$ cat config.mk
export PLATFORM = sky130hd
export DESIGN_NAME = interrupt_vector_priority
export DESIGN_NICKNAME = d
export VERILOG_FILES = /design/src/prio_select.v /design/src/interrupt_vector_priority.v
export VERILOG_INCLUDE_DIRS = /design/src
export SDC_FILE = /design/constraint.sdc
export NUM_CORES = 1
export LEC_CHECK = 0
export BUFFER_PORTS_ARGS = -buffer_cell sky130_fd_sc_hd__clkbuf_2
export CAP_MARGIN = 20
export CORE_ASPECT_RATIO = 0.8
export CORE_UTILIZATION = 50
export DETAILED_ROUTE_END_ITERATION = 8
export GPL_TIMING_DRIVEN = 0
export PLACE_DENSITY = 0.69
export SLEW_MARGIN = 15
export SYNTH_ARGS = -nofsm -noshare
export SYNTH_HDL_FRONTEND = slang
export SYNTH_SLANG_ARGS = --single-unit
$ cat constraint.sdc
create_clock -name clk -period 13.5 [get_ports clk]
set_input_delay 0.675 -clock clk [delete_from_list [all_inputs] [get_ports clk]]
set_output_delay 0.675 -clock clk [all_outputs]
set_load 0.05 [all_outputs]
$ cat src/intr_prio_regs.vh
// Constants of the interrupt priority and vector block.
// Included by the interrupt vector and priority design file; definitions only.
`ifndef INTR_PRIO_REGS_VH
`define INTR_PRIO_REGS_VH
`define PRIO_LOW_ADDR        8'hB8
`define PRIO_HIGH_ADDR       8'hB7
`define INTR_MASK_ADDR       8'hA8
`define INTR_STATUS_ADDR     8'hA9
`define CTRL_ADDR            8'hAA
`define VECTOR_ADDR_LO       8'hAB
`define VECTOR_ADDR_HI       8'hAC
`define PRIO_LOW_RESET       8'h00
`define PRIO_HIGH_RESET      8'h00
`define INTR_MASK_RESET      8'h00
`define PRIO_LOW_WMASK       8'h7F
`define NUM_SOURCES          10
`define VEC_RESET            16'h0000
`define VEC_FIRST_EXT        16'h0003
`define VEC_FIRST_TIMER      16'h000B
`define VEC_SECOND_EXT       16'h0013
`define VEC_SECOND_TIMER     16'h001B
`define VEC_SERIAL_PORT      16'h0023
`define VEC_THIRD_TIMER      16'h002B
`define VEC_COUNTER_ARRAY    16'h0033
`define VEC_KEYBOARD         16'h003B
`define VEC_SERIAL_PERIPH    16'h004B
`define CTRL_ENABLE_BIT      0
`define STAT_TAKEN_BIT       0
`define STAT_PREEMPT_BIT     1
`define STAT_RETURN_BIT      2
`endif

$ cat src/prio_select.v
// Combinational pick of the winning source among pending requests.
// Inputs are polling-ordered; index 0 polls first.
`timescale 1ns/1ps
module prio_select #(
  parameter N = 10
) (
  input  wire [N-1:0]   req,
  input  wire [2*N-1:0] level,
  output reg            found,
  output reg  [3:0]     winner,
  output reg  [1:0]     winLevel
);
  integer i;
  // Strictly higher level replaces; equal level keeps earlier poll
  always @* begin
    found    = 1'b0;
    winner   = 4'h0;
    winLevel = 2'b00;
    for (i = 0; i < N; i = i + 1) begin
      if (req[i] && (!found || level[2*i +: 2] > winLevel)) begin
        found    = 1'b1;
        winner   = i[3:0];
        winLevel = level[2*i +: 2];
      end
    end
  end
endmodule

$ cat src/interrupt_vector_priority.v
// Interrupt source mapping, polling order and priority levels for the core.
// Assumes request flags are synchronous to clk; the core pulses ackTaken
// when it fetches vectorAddr and handlerReturn on return from a handler.
//
// Summary of operation
// - Reset is source zero, vector 0000h.
// - Serial port from receive or transmit, 0023h.
// - Third timer from overflow or external, 002Bh.
// - Counter array from overflow or modules, 0033h.
// - Keyboard 003Bh, serial peripheral 004Bh.
// - Fixed polling order breaks same-level ties.
// - Low priority register at B8h, bit layout.
// - Low and high bits form level for sources 1 to 7; keyboard and serial peripheral fixed lowest.
// - Reset clears bits; bit writes allowed.
`timescale 1ns/1ps
`include "intr_prio_regs.vh"
module interrupt_vector_priority (
  input  wire        clk,
  input  wire        rst,
  input  wire [7:0]  addr,
  input  wire [7:0]  wrData,
  input  wire        wrStrobe,
  input  wire        rdStrobe,
  output reg  [7:0]  rdData,
  input  wire        first_ext_request_flag,
  input  wire        first_timer_overflow_flag,
  input  wire        second_ext_request_flag,
  input  wire        second_timer_overflow_flag,
  input  wire        receive_complete_flag,
  input  wire        transmit_complete_flag,
  input  wire        third_timer_overflow_flag,
  input  wire        third_timer_external_flag,
  input  wire        counter_array_overflow_flag,
  input  wire [4:0]  module_compare_capture_flag,
  input  wire        keyboard_interrupt_flag,
  input  wire        serial_peripheral_interrupt_flag,
  input  wire        ackTaken,
  input  wire        handlerReturn,
  output reg         intRequest,
  output reg  [15:0] vectorAddr,
  output reg  [3:0]  sourceNumber,
  output reg         resetVector,
  output reg         irq
);
  localparam N = `NUM_SOURCES;
  localparam [1:0] ST_IDLE = 2'b01;
  localparam [1:0] ST_RUN  = 2'b10;

  ////////////////////////////////////////////////////////////////////////////
  // Registers
  reg [7:0] interrupt_priority_low;
  reg [7:0] prioHigh;
  reg [2:0] intrMask;
  reg [2:0] intrStatus;
  reg       enable;
  reg [1:0] state;
  reg [1:0] stackLevel0;
  reg [1:0] stackLevel1;
  reg [1:0] stackLevel2;
  reg [1:0] stackLevel3;
  reg [2:0] depth;
  reg       resetPending;

  wire [1:0] curLevel = (depth == 3'd0) ? 2'b00 : stackLevel0;

  // Sources in polling order: rst, ext1, tmr1, ext2, tmr2, pca, uart, tmr3, kbd, spi
  wire serialReq  = receive_complete_flag | transmit_complete_flag;
  wire timer3Req  = third_timer_overflow_flag | third_timer_external_flag;
  wire counterReq = counter_array_overflow_flag | (|module_compare_capture_flag);

  // Source number per polling slot
  function [3:0] slotSource;
    input [3:0] slot;
    begin
      case (slot)
        4'd5:    slotSource = 4'd7;
        4'd6:    slotSource = 4'd5;
        4'd7:    slotSource = 4'd6;
        default: slotSource = slot;
      endcase
    end
  endfunction

  // Vector per source number
  function [15:0] sourceVector;
    input [3:0] src;
    begin
      case (src)
        4'd0:    sourceVector = `VEC_RESET;
        4'd1:    sourceVector = `VEC_FIRST_EXT;
        4'd2:    sourceVector = `VEC_FIRST_TIMER;
        4'd3:    sourceVector = `VEC_SECOND_EXT;
        4'd4:    sourceVector = `VEC_SECOND_TIMER;
        4'd5:    sourceVector = `VEC_SERIAL_PORT;
        4'd6:    sourceVector = `VEC_THIRD_TIMER;
        4'd7:    sourceVector = `VEC_COUNTER_ARRAY;
        4'd8:    sourceVector = `VEC_KEYBOARD;
        4'd9:    sourceVector = `VEC_SERIAL_PERIPH;
        default: sourceVector = `VEC_RESET;
      endcase
    end
  endfunction

  wire [N-1:0] reqSlot = {serial_peripheral_interrupt_flag, keyboard_interrupt_flag,
                          timer3Req, serialReq, counterReq, second_timer_overflow_flag,
                          second_ext_request_flag, first_timer_overflow_flag,
                          first_ext_request_flag, resetPending};

  ////////////////////////////////////////////////////////////////////////////
  // Levels per polling slot
  // high and low bits combine
  wire [1:0] lvExt1  = {prioHigh[0], interrupt_priority_low[0]};
  wire [1:0] lvTmr1  = {prioHigh[1], interrupt_priority_low[1]};
  wire [1:0] lvExt2  = {prioHigh[2], interrupt_priority_low[2]};
  wire [1:0] lvTmr2  = {prioHigh[3], interrupt_priority_low[3]};
  wire [1:0] lvSer   = {prioHigh[4], interrupt_priority_low[4]};
  wire [1:0] lvTmr3  = {prioHigh[5], interrupt_priority_low[5]};
  wire [1:0] lvPca   = {prioHigh[6], interrupt_priority_low[6]};
  // Reset always tops; keyboard and peripheral use fixed lowest level
  wire [2*N-1:0] slotLevel = {2'b00, 2'b00, lvTmr3, lvSer, lvPca, lvTmr2,
                              lvExt2, lvTmr1, lvExt1, 2'b11};

  wire       found;
  wire [3:0] winSlot;
  wire [1:0] winLevel;

  prio_select #(
    .N (N)
  ) u_select (
    .req      (reqSlot),
    .level    (slotLevel),
    .found    (found),
    .winner   (winSlot),
    .winLevel (winLevel)
  );

  wire canTake = found && (resetPending || (enable && (depth == 3'd0 ||
                 (winLevel > curLevel && depth < 3'd4))));

  wire [3:0] winSrc = slotSource(winSlot);

  ////////////////////////////////////////////////////////////////////////////
  // Register writes
  wire wrLow  = wrStrobe && (addr == `PRIO_LOW_ADDR);
  wire wrHigh = wrStrobe && (addr == `PRIO_HIGH_ADDR);
  wire wrMask = wrStrobe && (addr == `INTR_MASK_ADDR);
  wire wrCtrl = wrStrobe && (addr == `CTRL_ADDR);
  wire rdStat = rdStrobe && (addr == `INTR_STATUS_ADDR);

  wire takeNow   = intRequest && ackTaken;
  wire returnNow = handlerReturn && (depth != 3'd0);
  // A non-reset fetch pushes one handler level onto the nesting stack
  wire pushNow   = (state == ST_RUN) && ackTaken && !resetVector;
  wire [2:0] events = {returnNow, takeNow && (depth != 3'd0), takeNow};

  always @(posedge clk or posedge rst) begin
    if (rst) begin
      interrupt_priority_low <= `PRIO_LOW_RESET;
      prioHigh               <= `PRIO_HIGH_RESET;
      intrMask               <= 3'b000;
      enable                 <= 1'b0;
    end else begin
      if (wrLow)
        interrupt_priority_low <= wrData & `PRIO_LOW_WMASK;
      if (wrHigh)
        prioHigh <= wrData & `PRIO_LOW_WMASK;
      if (wrMask)
        intrMask <= wrData[2:0];
      if (wrCtrl)
        enable <= wrData[`CTRL_ENABLE_BIT];
    end
  end

  // Sticky status; a new event beats the read clear
  always @(posedge clk or posedge rst) begin
    if (rst)
      intrStatus <= 3'b000;
    else if (rdStat)
      intrStatus <= events;
    else
      intrStatus <= intrStatus | events;
  end

  always @(posedge clk or posedge rst) begin
    if (rst)
      irq <= 1'b0;
    else
      irq <= |(((rdStat ? 3'b000 : intrStatus) | events) & intrMask);
  end

  ////////////////////////////////////////////////////////////////////////////
  // Request and handler nesting
  always @(posedge clk or posedge rst) begin
    if (rst) begin
      state        <= ST_IDLE;
      intRequest   <= 1'b0;
      vectorAddr   <= `VEC_RESET;
      sourceNumber <= 4'h0;
      resetVector  <= 1'b0;
      resetPending <= 1'b1;
      depth        <= 3'd0;
      stackLevel0  <= 2'b00;
      stackLevel1  <= 2'b00;
      stackLevel2  <= 2'b00;
      stackLevel3  <= 2'b00;
    end else begin
      case (state)
        ST_IDLE: begin
          if (canTake) begin
            intRequest   <= 1'b1;
            vectorAddr   <= sourceVector(winSrc);
            sourceNumber <= winSrc;
            resetVector  <= (winSrc == 4'd0);
            state        <= ST_RUN;
          end
        end
        ST_RUN: begin
          if (ackTaken) begin
            intRequest <= 1'b0;
            state      <= ST_IDLE;
            if (resetVector) begin
              resetPending <= 1'b0;
            end else begin
              depth       <= depth + 3'd1;
              stackLevel0 <= slotLevel[2*slotOf(sourceNumber) +: 2];
              stackLevel1 <= stackLevel0;
              stackLevel2 <= stackLevel1;
              stackLevel3 <= stackLevel2;
            end
          end
        end
        default: begin
          state      <= ST_IDLE;
          intRequest <= 1'b0;
        end
      endcase
      // return and fetch may share one edge
      // Dropping either would leave depth out of step with the core, so a
      // shared edge pops the old top and pushes the new level in its place
      if (returnNow) begin
        if (pushNow) begin
          depth       <= depth;
          stackLevel1 <= stackLevel1;
          stackLevel2 <= stackLevel2;
          stackLevel3 <= stackLevel3;
        end else begin
          depth       <= depth - 3'd1;
          stackLevel0 <= stackLevel1;
          stackLevel1 <= stackLevel2;
          stackLevel2 <= stackLevel3;
          stackLevel3 <= 2'b00;
        end
      end
    end
  end

  // Polling slot of a source number
  function [3:0] slotOf;
    input [3:0] src;
    begin
      case (src)
        4'd5:    slotOf = 4'd6;
        4'd6:    slotOf = 4'd7;
        4'd7:    slotOf = 4'd5;
        default: slotOf = src;
      endcase
    end
  endfunction

  ////////////////////////////////////////////////////////////////////////////
  // Read port
  always @(posedge clk or posedge rst) begin
    if (rst)
      rdData <= 8'h00;
    else if (rdStrobe) begin
      case (addr)
        `PRIO_LOW_ADDR:     rdData <= interrupt_priority_low;
        `PRIO_HIGH_ADDR:    rdData <= prioHigh;
        `INTR_MASK_ADDR:    rdData <= {5'b00000, intrMask};
        `INTR_STATUS_ADDR:  rdData <= {5'b00000, intrStatus};
        `CTRL_ADDR:         rdData <= {depth, 4'h0, enable};
        `VECTOR_ADDR_LO:    rdData <= vectorAddr[7:0];
        `VECTOR_ADDR_HI:    rdData <= vectorAddr[15:8];
        default:            rdData <= 8'h00;
      endcase
    end else
      rdData <= 8'h00;
  end
endmodule

Word-level counts from Yosys, hierarchy flattened
Memory sizes are Yosys's and may differ from the RTL's. A register that Yosys moved wholly into a read port is not among the register bits.
Index checks and enable logic that the tools add are counted.

operators by class
  reductions and logical operators = 54
  shift operators = 1
  multiplexer cells = 70
  bitwise gates (word level) = 6
  add/sub/neg operators = 2
  magnitude comparators = 11
  eq/ne operators = 19

operators by type and width
  cell                   number
  $mux W2                35
  $eq A8 B8 Y1 const B   7
  $pmux W8 S7            1
  $mux W3                11
  $eq A4 B3 Y1 const B   6
  $pmux W4 S3            2
  $logic_and A1 B1 Y1    22
  $mux W4                5
  $shiftx A20 B6 Y2      1
  $gt A2 B2 Y1           8
  $mux W1                13
  $logic_or A1 B1 Y1     11
  $logic_not A1 Y1       10
  $mux W8                1
  $ne A2 B2 Y1 const B   3
  $or A3 B3 Y3           2
  $reduce_or A5 Y1       1
  $gt A1 B2 Y1 const A   2
  $logic_not A4 Y1       1
  $pmux W2 S2            1
  $reduce_and A2 Y1      2
  $reduce_and A4 Y1      1
  $reduce_bool A2 Y1     2
  $add A3 B1 Y3 const B  1
  other kinds (12)       14

storage, ports and cells
  output and inout bits = 31
  input port bits = 38
  logic and storage cells = 182
  memory bits (read-only) = 96
  memories = 1
  flip-flop bits (word level) = 66

memories
  memory            depth  bits a word  rd ports  clocked after memory_dff  write ports  line                            text
  (name not given)  16     6            1         1                         0            interrupt_vector_priority.v:88  case (src)

Depth between registers and ports, before layout
  depth after elaboration = 45
  gate-level depth with buffers = 52
  depth with buffers taken out = 50

Hierarchy
From an unflattened synthesis, not the netlist that was laid out.

second synthesis, totals
  cells, all modules = 421
  area, all modules = 3933.8 um^2

by module, submodules not included
  module                     instances  seq. area each (um^2)  area each (um^2)  cells each
  interrupt_vector_priority  1          1353.8                 3006.6            292
  prio_select                1          0.0                    927.1             129

Worst setup path after synthesis
No wires, ideal clock.

  kind = reg-to-reg
  start point = reg resetPending
  end point = reg vectorAddr[3]
  period minus slack after synthesis = 9.560 ns
  cell stages (with the launch flop) = 52
  setup slack = 3.940 ns
  path buffers = 2
  required time = 13.418 ns
  arrival = 9.478 ns
  setup time = 0.082 ns
  cell sequence = dfstp_2 > inv_1 > ha_1 > nor2b_1 > o21ai_0 > a22o_1 > ha_1 > o21bai_4 > a311oi_4 > a21o_2 > mux2_2 > ha_1 > nor2_1 > o21ai_0 > a2111o_1 > o311a_4 > mux2_4 > ha_1 > [16 not listed] > a31o_2 > o21ai_1 > ha_1 > nand2_1 > o21ai_0 > a2bb2o_1 > buf_2 > nor2_1 > a21oi_1 > ha_1 > a21oi_1 > o21ai_0 > a21boi_0 > o21ai_0 > a21oi_1 > buf_2 > nor2_1 > a31oi_1

on the way
  cells in the longest elaborated chain, start to end = 44
  elaborated cells on any way between the ends = 76
  classes of those cells = order compare: 10; eq/ne: 3; mux: 30; reduce/logical: 33

ends and longest elaborated chain
  item                                              line                             text
  from (decl)                                       interrupt_vector_priority.v:62   reg resetPending;
  from (signal assigned)                            interrupt_vector_priority.v:200  resetPending <= 1'b1;
  from (signal assigned)                            interrupt_vector_priority.v:222  resetPending <= 1'b0;
  $mux W2 or $mux W1 (tied branches)                prio_select.v:20                 if (req[i] && (!found || level[2*i +: 2] > winLevel)) begin
  $gt A2 B2 Y1 or $logic_not A1 Y1 (tied branches)  prio_select.v:20
  $logic_or A1 B1 Y1                                prio_select.v:20
  $logic_and A1 B1 Y1                               prio_select.v:20
  $mux W2 or $mux W1 (tied branches)                prio_select.v:20
  $gt A2 B2 Y1 or $logic_not A1 Y1 (tied branches)  prio_select.v:20
  $logic_or A1 B1 Y1                                prio_select.v:20
  $logic_and A1 B1 Y1                               prio_select.v:20
  [28 not listed]                                   -
  $mux W2                                           prio_select.v:20
  $gt A2 B2 Y1                                      interrupt_vector_priority.v:138  (winLevel > curLevel && depth < 3'd4))));
  $logic_and A1 B1 Y1                               interrupt_vector_priority.v:138
  $logic_or A1 B1 Y1                                interrupt_vector_priority.v:137  wire canTake = found && (resetPending || (enable && (depth == 3'd0 ||
  $logic_and A1 B1 Y1                               interrupt_vector_priority.v:137
  $logic_or A1 B1 Y1                                interrupt_vector_priority.v:137
  $logic_and A1 B1 Y1                               interrupt_vector_priority.v:137
  $reduce_and A2 Y1 (no line)                       -
  to (decl)                                         interrupt_vector_priority.v:40   output reg [15:0] vectorAddr,

Parallel ways exist; a longest one is shown, timed or not.
A chain may end at the register's enable or synchronous reset.

Final worst setup path
  start point = reg resetPending
  end point = reg sourceNumber[1]

on the way
  cells in the longest elaborated chain, start to end = 44
  elaborated cells on any way between the ends = 76
  classes of those cells = order compare: 10; eq/ne: 3; mux: 30; reduce/logical: 33

ends and longest elaborated chain
  item                                              line                             text
  $mux W2 or $mux W1 (tied branches)                prio_select.v:20
  $gt A2 B2 Y1 or $logic_not A1 Y1 (tied branches)  prio_select.v:20
  $logic_or A1 B1 Y1                                prio_select.v:20
  $logic_and A1 B1 Y1                               prio_select.v:20
  $mux W2 or $mux W1 (tied branches)                prio_select.v:20
  $gt A2 B2 Y1 or $logic_not A1 Y1 (tied branches)  prio_select.v:20
  $logic_or A1 B1 Y1                                prio_select.v:20
  $logic_and A1 B1 Y1                               prio_select.v:20
  [28 not listed]                                   -
  $mux W2                                           prio_select.v:20
  $gt A2 B2 Y1                                      interrupt_vector_priority.v:138
  $logic_and A1 B1 Y1                               interrupt_vector_priority.v:138
  $logic_or A1 B1 Y1                                interrupt_vector_priority.v:137
  $logic_and A1 B1 Y1                               interrupt_vector_priority.v:137
  $logic_or A1 B1 Y1                                interrupt_vector_priority.v:137
  $logic_and A1 B1 Y1                               interrupt_vector_priority.v:137
  $reduce_and A2 Y1 (no line)                       -
  to (signal assigned)                              interrupt_vector_priority.v:212  sourceNumber <= winSrc;
  to (decl)                                         interrupt_vector_priority.v:41   output reg [3:0] sourceNumber,

Parallel ways exist; a longest one is shown, timed or not.

==> flow_summary_export.csv <==
group,metric,value,unit
routing,vias,3036,
setup_path,crit_top_cell,"ha_1",
timing,rsz0062_at_grt,"false",
floorplan,die_w,95.9,um
synth,synth.mux.area_fraction,0.106,
setup_path,worstSetupStartpointType,"flip-flop",
synth,yosysMostFrequentCell,"dfrtp_1",
routing,post_drt_via_cell_ratio,5.78,
power,power_density,238,nW/um^2
flow_run,maxCapViolCount,0,
clock_network,numCtsBuffers,5,
clock_network,cts_tree,"yes",
finish,antenna_cells,0,
timing,final_hold_viol_count,0,
floorplan,fp.dieH,77.1,um
synth,synth-simple-area-share,0.161,
floorplan,core_area,6600,um^2
global_routing,grt_max_degree,35,
synth,synth_top_area_cell,"dfrtp_1",
synth,yosysWarnings,0,
setup_path,crit_start,"resetPending$_DFFE_PP1P_",
setup_path,ff2ff_setup_slack,2430,ps
place,dpl-instance-area,3970,um^2
global_routing,grt_pass1_vias,2914,
synth,synth_flop_cell,"dfrtp_1",
clock_network,cts.sinks,54,
global_routing,grt_overflow,0,
synth,synth-edff-count,0,
setup_path,r2r_start,"resetPending$_DFFE_PP1P_",
global_routing,grt_usage,0.257,
setup_path,critPathMaxFanout,10,
synth,synthXorXnorAreaFrac,0.00496,
routing,antenna_left,0,
min_path,min_path_type,"in2async",
clock_network,postCtsSetupBuffers,0,
floorplan,initial_utilization,0.534,
clock_network,ctsResizeCount,0,
power,ir_drop,134,uV
synth,synth_common_cells,"dfrtp_1 (52), nand2_1 (36), nor2_1 (36)",
place,hpwl,6750,um
place,dp.cells,517,
global_routing,antenna_found_initial,0,
place,place_congestion,0.857,
synth,syn_area_per_cell,9.61,um^2
synth,syn_inst,367,
setup_path,cp-end-kind,"flip-flop",
timing,timing.fmax,90.3,MHz
timing,fin_crit_sh,0.820,
routing,drt_iter0_drc,204,
floorplan,die-area,7400,um^2
finish,stdcell_area,4070,um^2
synth,synthArstFlopShare,1.00,
place,io_buffers,56,
routing,finalWirelength,8640,um
clock_network,h-tree-depth,2,
synth,synthAdderAreaFrac,0.0695,
timing,tightest_slew,797,ps
routing,drc,0,
timing,fin_ws,2430,ps
setup_path,slowest_stage,"dfstp_2",
timing,setup_viol,0,
run_status,status,"completed",
place,dp_slack,2460,ps
setup_path,critPathArrivalTime,11310,ps
synth,synth_top_area_frac,0.369,
synth,synth_area_leaders,"dfrtp_1 (37%), ha_1 (6.4%), mux2_2 (6.4%)",
clock_network,clockRootBuffer,"clkbuf_8",
routing,wire_per_inst,16.5,um
clock_network,clk_path_buf_depth,2,
power,power_leakage,1.95,nW
finish,drive_gt1_frac,0.281,
synth,ys_seq_elements,54,
timing,finalCriticalPeriod,11070,ps
timing,slew_headroom,0.461,
clock_network,clkSlewWorstSetupHoldPaths,110,ps
clock_network,clock_latency,310,ps
timing,tns,0,ps
synth,synth_cell_types,70,
synth,seq_area_frac_synth,0.384,
finish,nets,497,
setup_path,cpPeakStageDelay,630,ps
routing,drt-pass1-iter-count,4,
synth,synth_top_family_by_area,"compound AO/OA/AOI/OAI gates",
synth,synth_area,3530,um^2
setup_path,criticalPathCategory,"reg2reg",
setup_path,required,13730,ps
clock_network,cts_hold_buf,0,
setup_path,r2r_cells,51,
finish,utilization,0.616,
global_routing,grt_pass1_wl,14500,um
timing,slew_violations,0,
finish,layout.cells.non_filler,525,
synth,synth_compound_area_frac,0.218,
floorplan,io_pins,69,
floorplan,rows,26,
timing,finClkSkew,14.9,ps
finish,synthToLayoutAreaGrowth,15.3,%
setup_path,r2r_end,"sourceNumber[1]$_DFFE_PP0P_",
## power by group
part / switching [mW] / internal [mW]
Clock: 0.0526 / 0.0416
Sequential: 0.0390 / 0.198
Combinational: 0.382 / 0.255
Total: 0.474 / 0.495
## how the worst max path moves through the flow
stage,endpoint
2_1_floorplan,vectorAddr[3]$_DFFE_PP0P_
3_3_place_gp,intRequest$_DFFE_PP0P_
3_5_place_dp,sourceNumber[1]$_DFFE_PP0P_
4_1_cts,sourceNumber[1]$_DFFE_PP0P_
5_1_grt,sourceNumber[1]$_DFFE_PP0P_
6_report,sourceNumber[1]$_DFFE_PP0P_
## stage by stage
| stage | hold WS, ps | total power [mW] |
|---|---|---|
| floorplan | 466 | 0.724 |
| global placement | 489 | 0.839 |
| detailed placement | 486 | 0.867 |
| CTS | 371 | 0.963 |
| global route | 408 | 1.06 |
| finish | 349 | 0.969 |
## cell families (layout without fill, tap and decap cells)
kind of cell               after synthesis  after routing
xor gates and xnor gates                 2              2
muxes                                   34             34
buffers and inverters                   40            105
adders and majority gates               19             19
and+or+nand+nor                        116            116
other                                    1             10
AOI/OAI and AO/OA                      101            101
DFF                                     54             54
## layer usage
metal	share of wire	vias to the layer above	GRT usage
met1	0.49	1459	0.388
met3	0.070	12	0.0456
met2	0.43	104	0.377
met4	0.011	0	0.0627
li1	-	1461	-
met5	0	-	0
## critical path: cells and delay by family (launching register included)
| kind | cells | cell delay [ps] |
|---|---|---|
| AOI/OAI and AO/OA | 26 | 4990 |
| adders and majority gates | 8 | 2390 |
| buffers and inverters | 5 | 940 |
| DFF | 1 | 630 |
| muxes | 2 | 680 |
| and+or+nand+nor | 10 | 1380 |
## cells in the final DEF, fill, tap and decap left out, drive strengths merged, types with 6 or more instances in the layout
cell / instances
a21oi: 22
a22o: 8
a22oi: 7
a31oi: 6
buf: 14
clkbuf: 68
conb: 10
dfrtp: 52
ha: 18
inv: 22
mux2: 22
mux2i: 12
nand2: 36
nor2: 37
nor2b: 9
o21ai: 19
## flip-flops by register name (all words and copies together) (netlist names), 3 cells and up
register                count
vectorAddr                  5
sourceNumber                4
rdData                      8
depth                       3
interrupt_priority_low      7
intrStatus                  3
prioHigh                    7
intrMask                    3
## layout make-up
cell class	count	area [um^2]
Fill cell	556	2530
Multi-Input combinational cell	282	2020
Sequential cell	54	1350
Timing Repair Buffer	57	300
Buffer	18	111
Tap cell	84	105
Clock buffer	7	86.3
Inverter	22	82.6
Clock inverter	1	5.00
(Power assumes the default switching activity.)
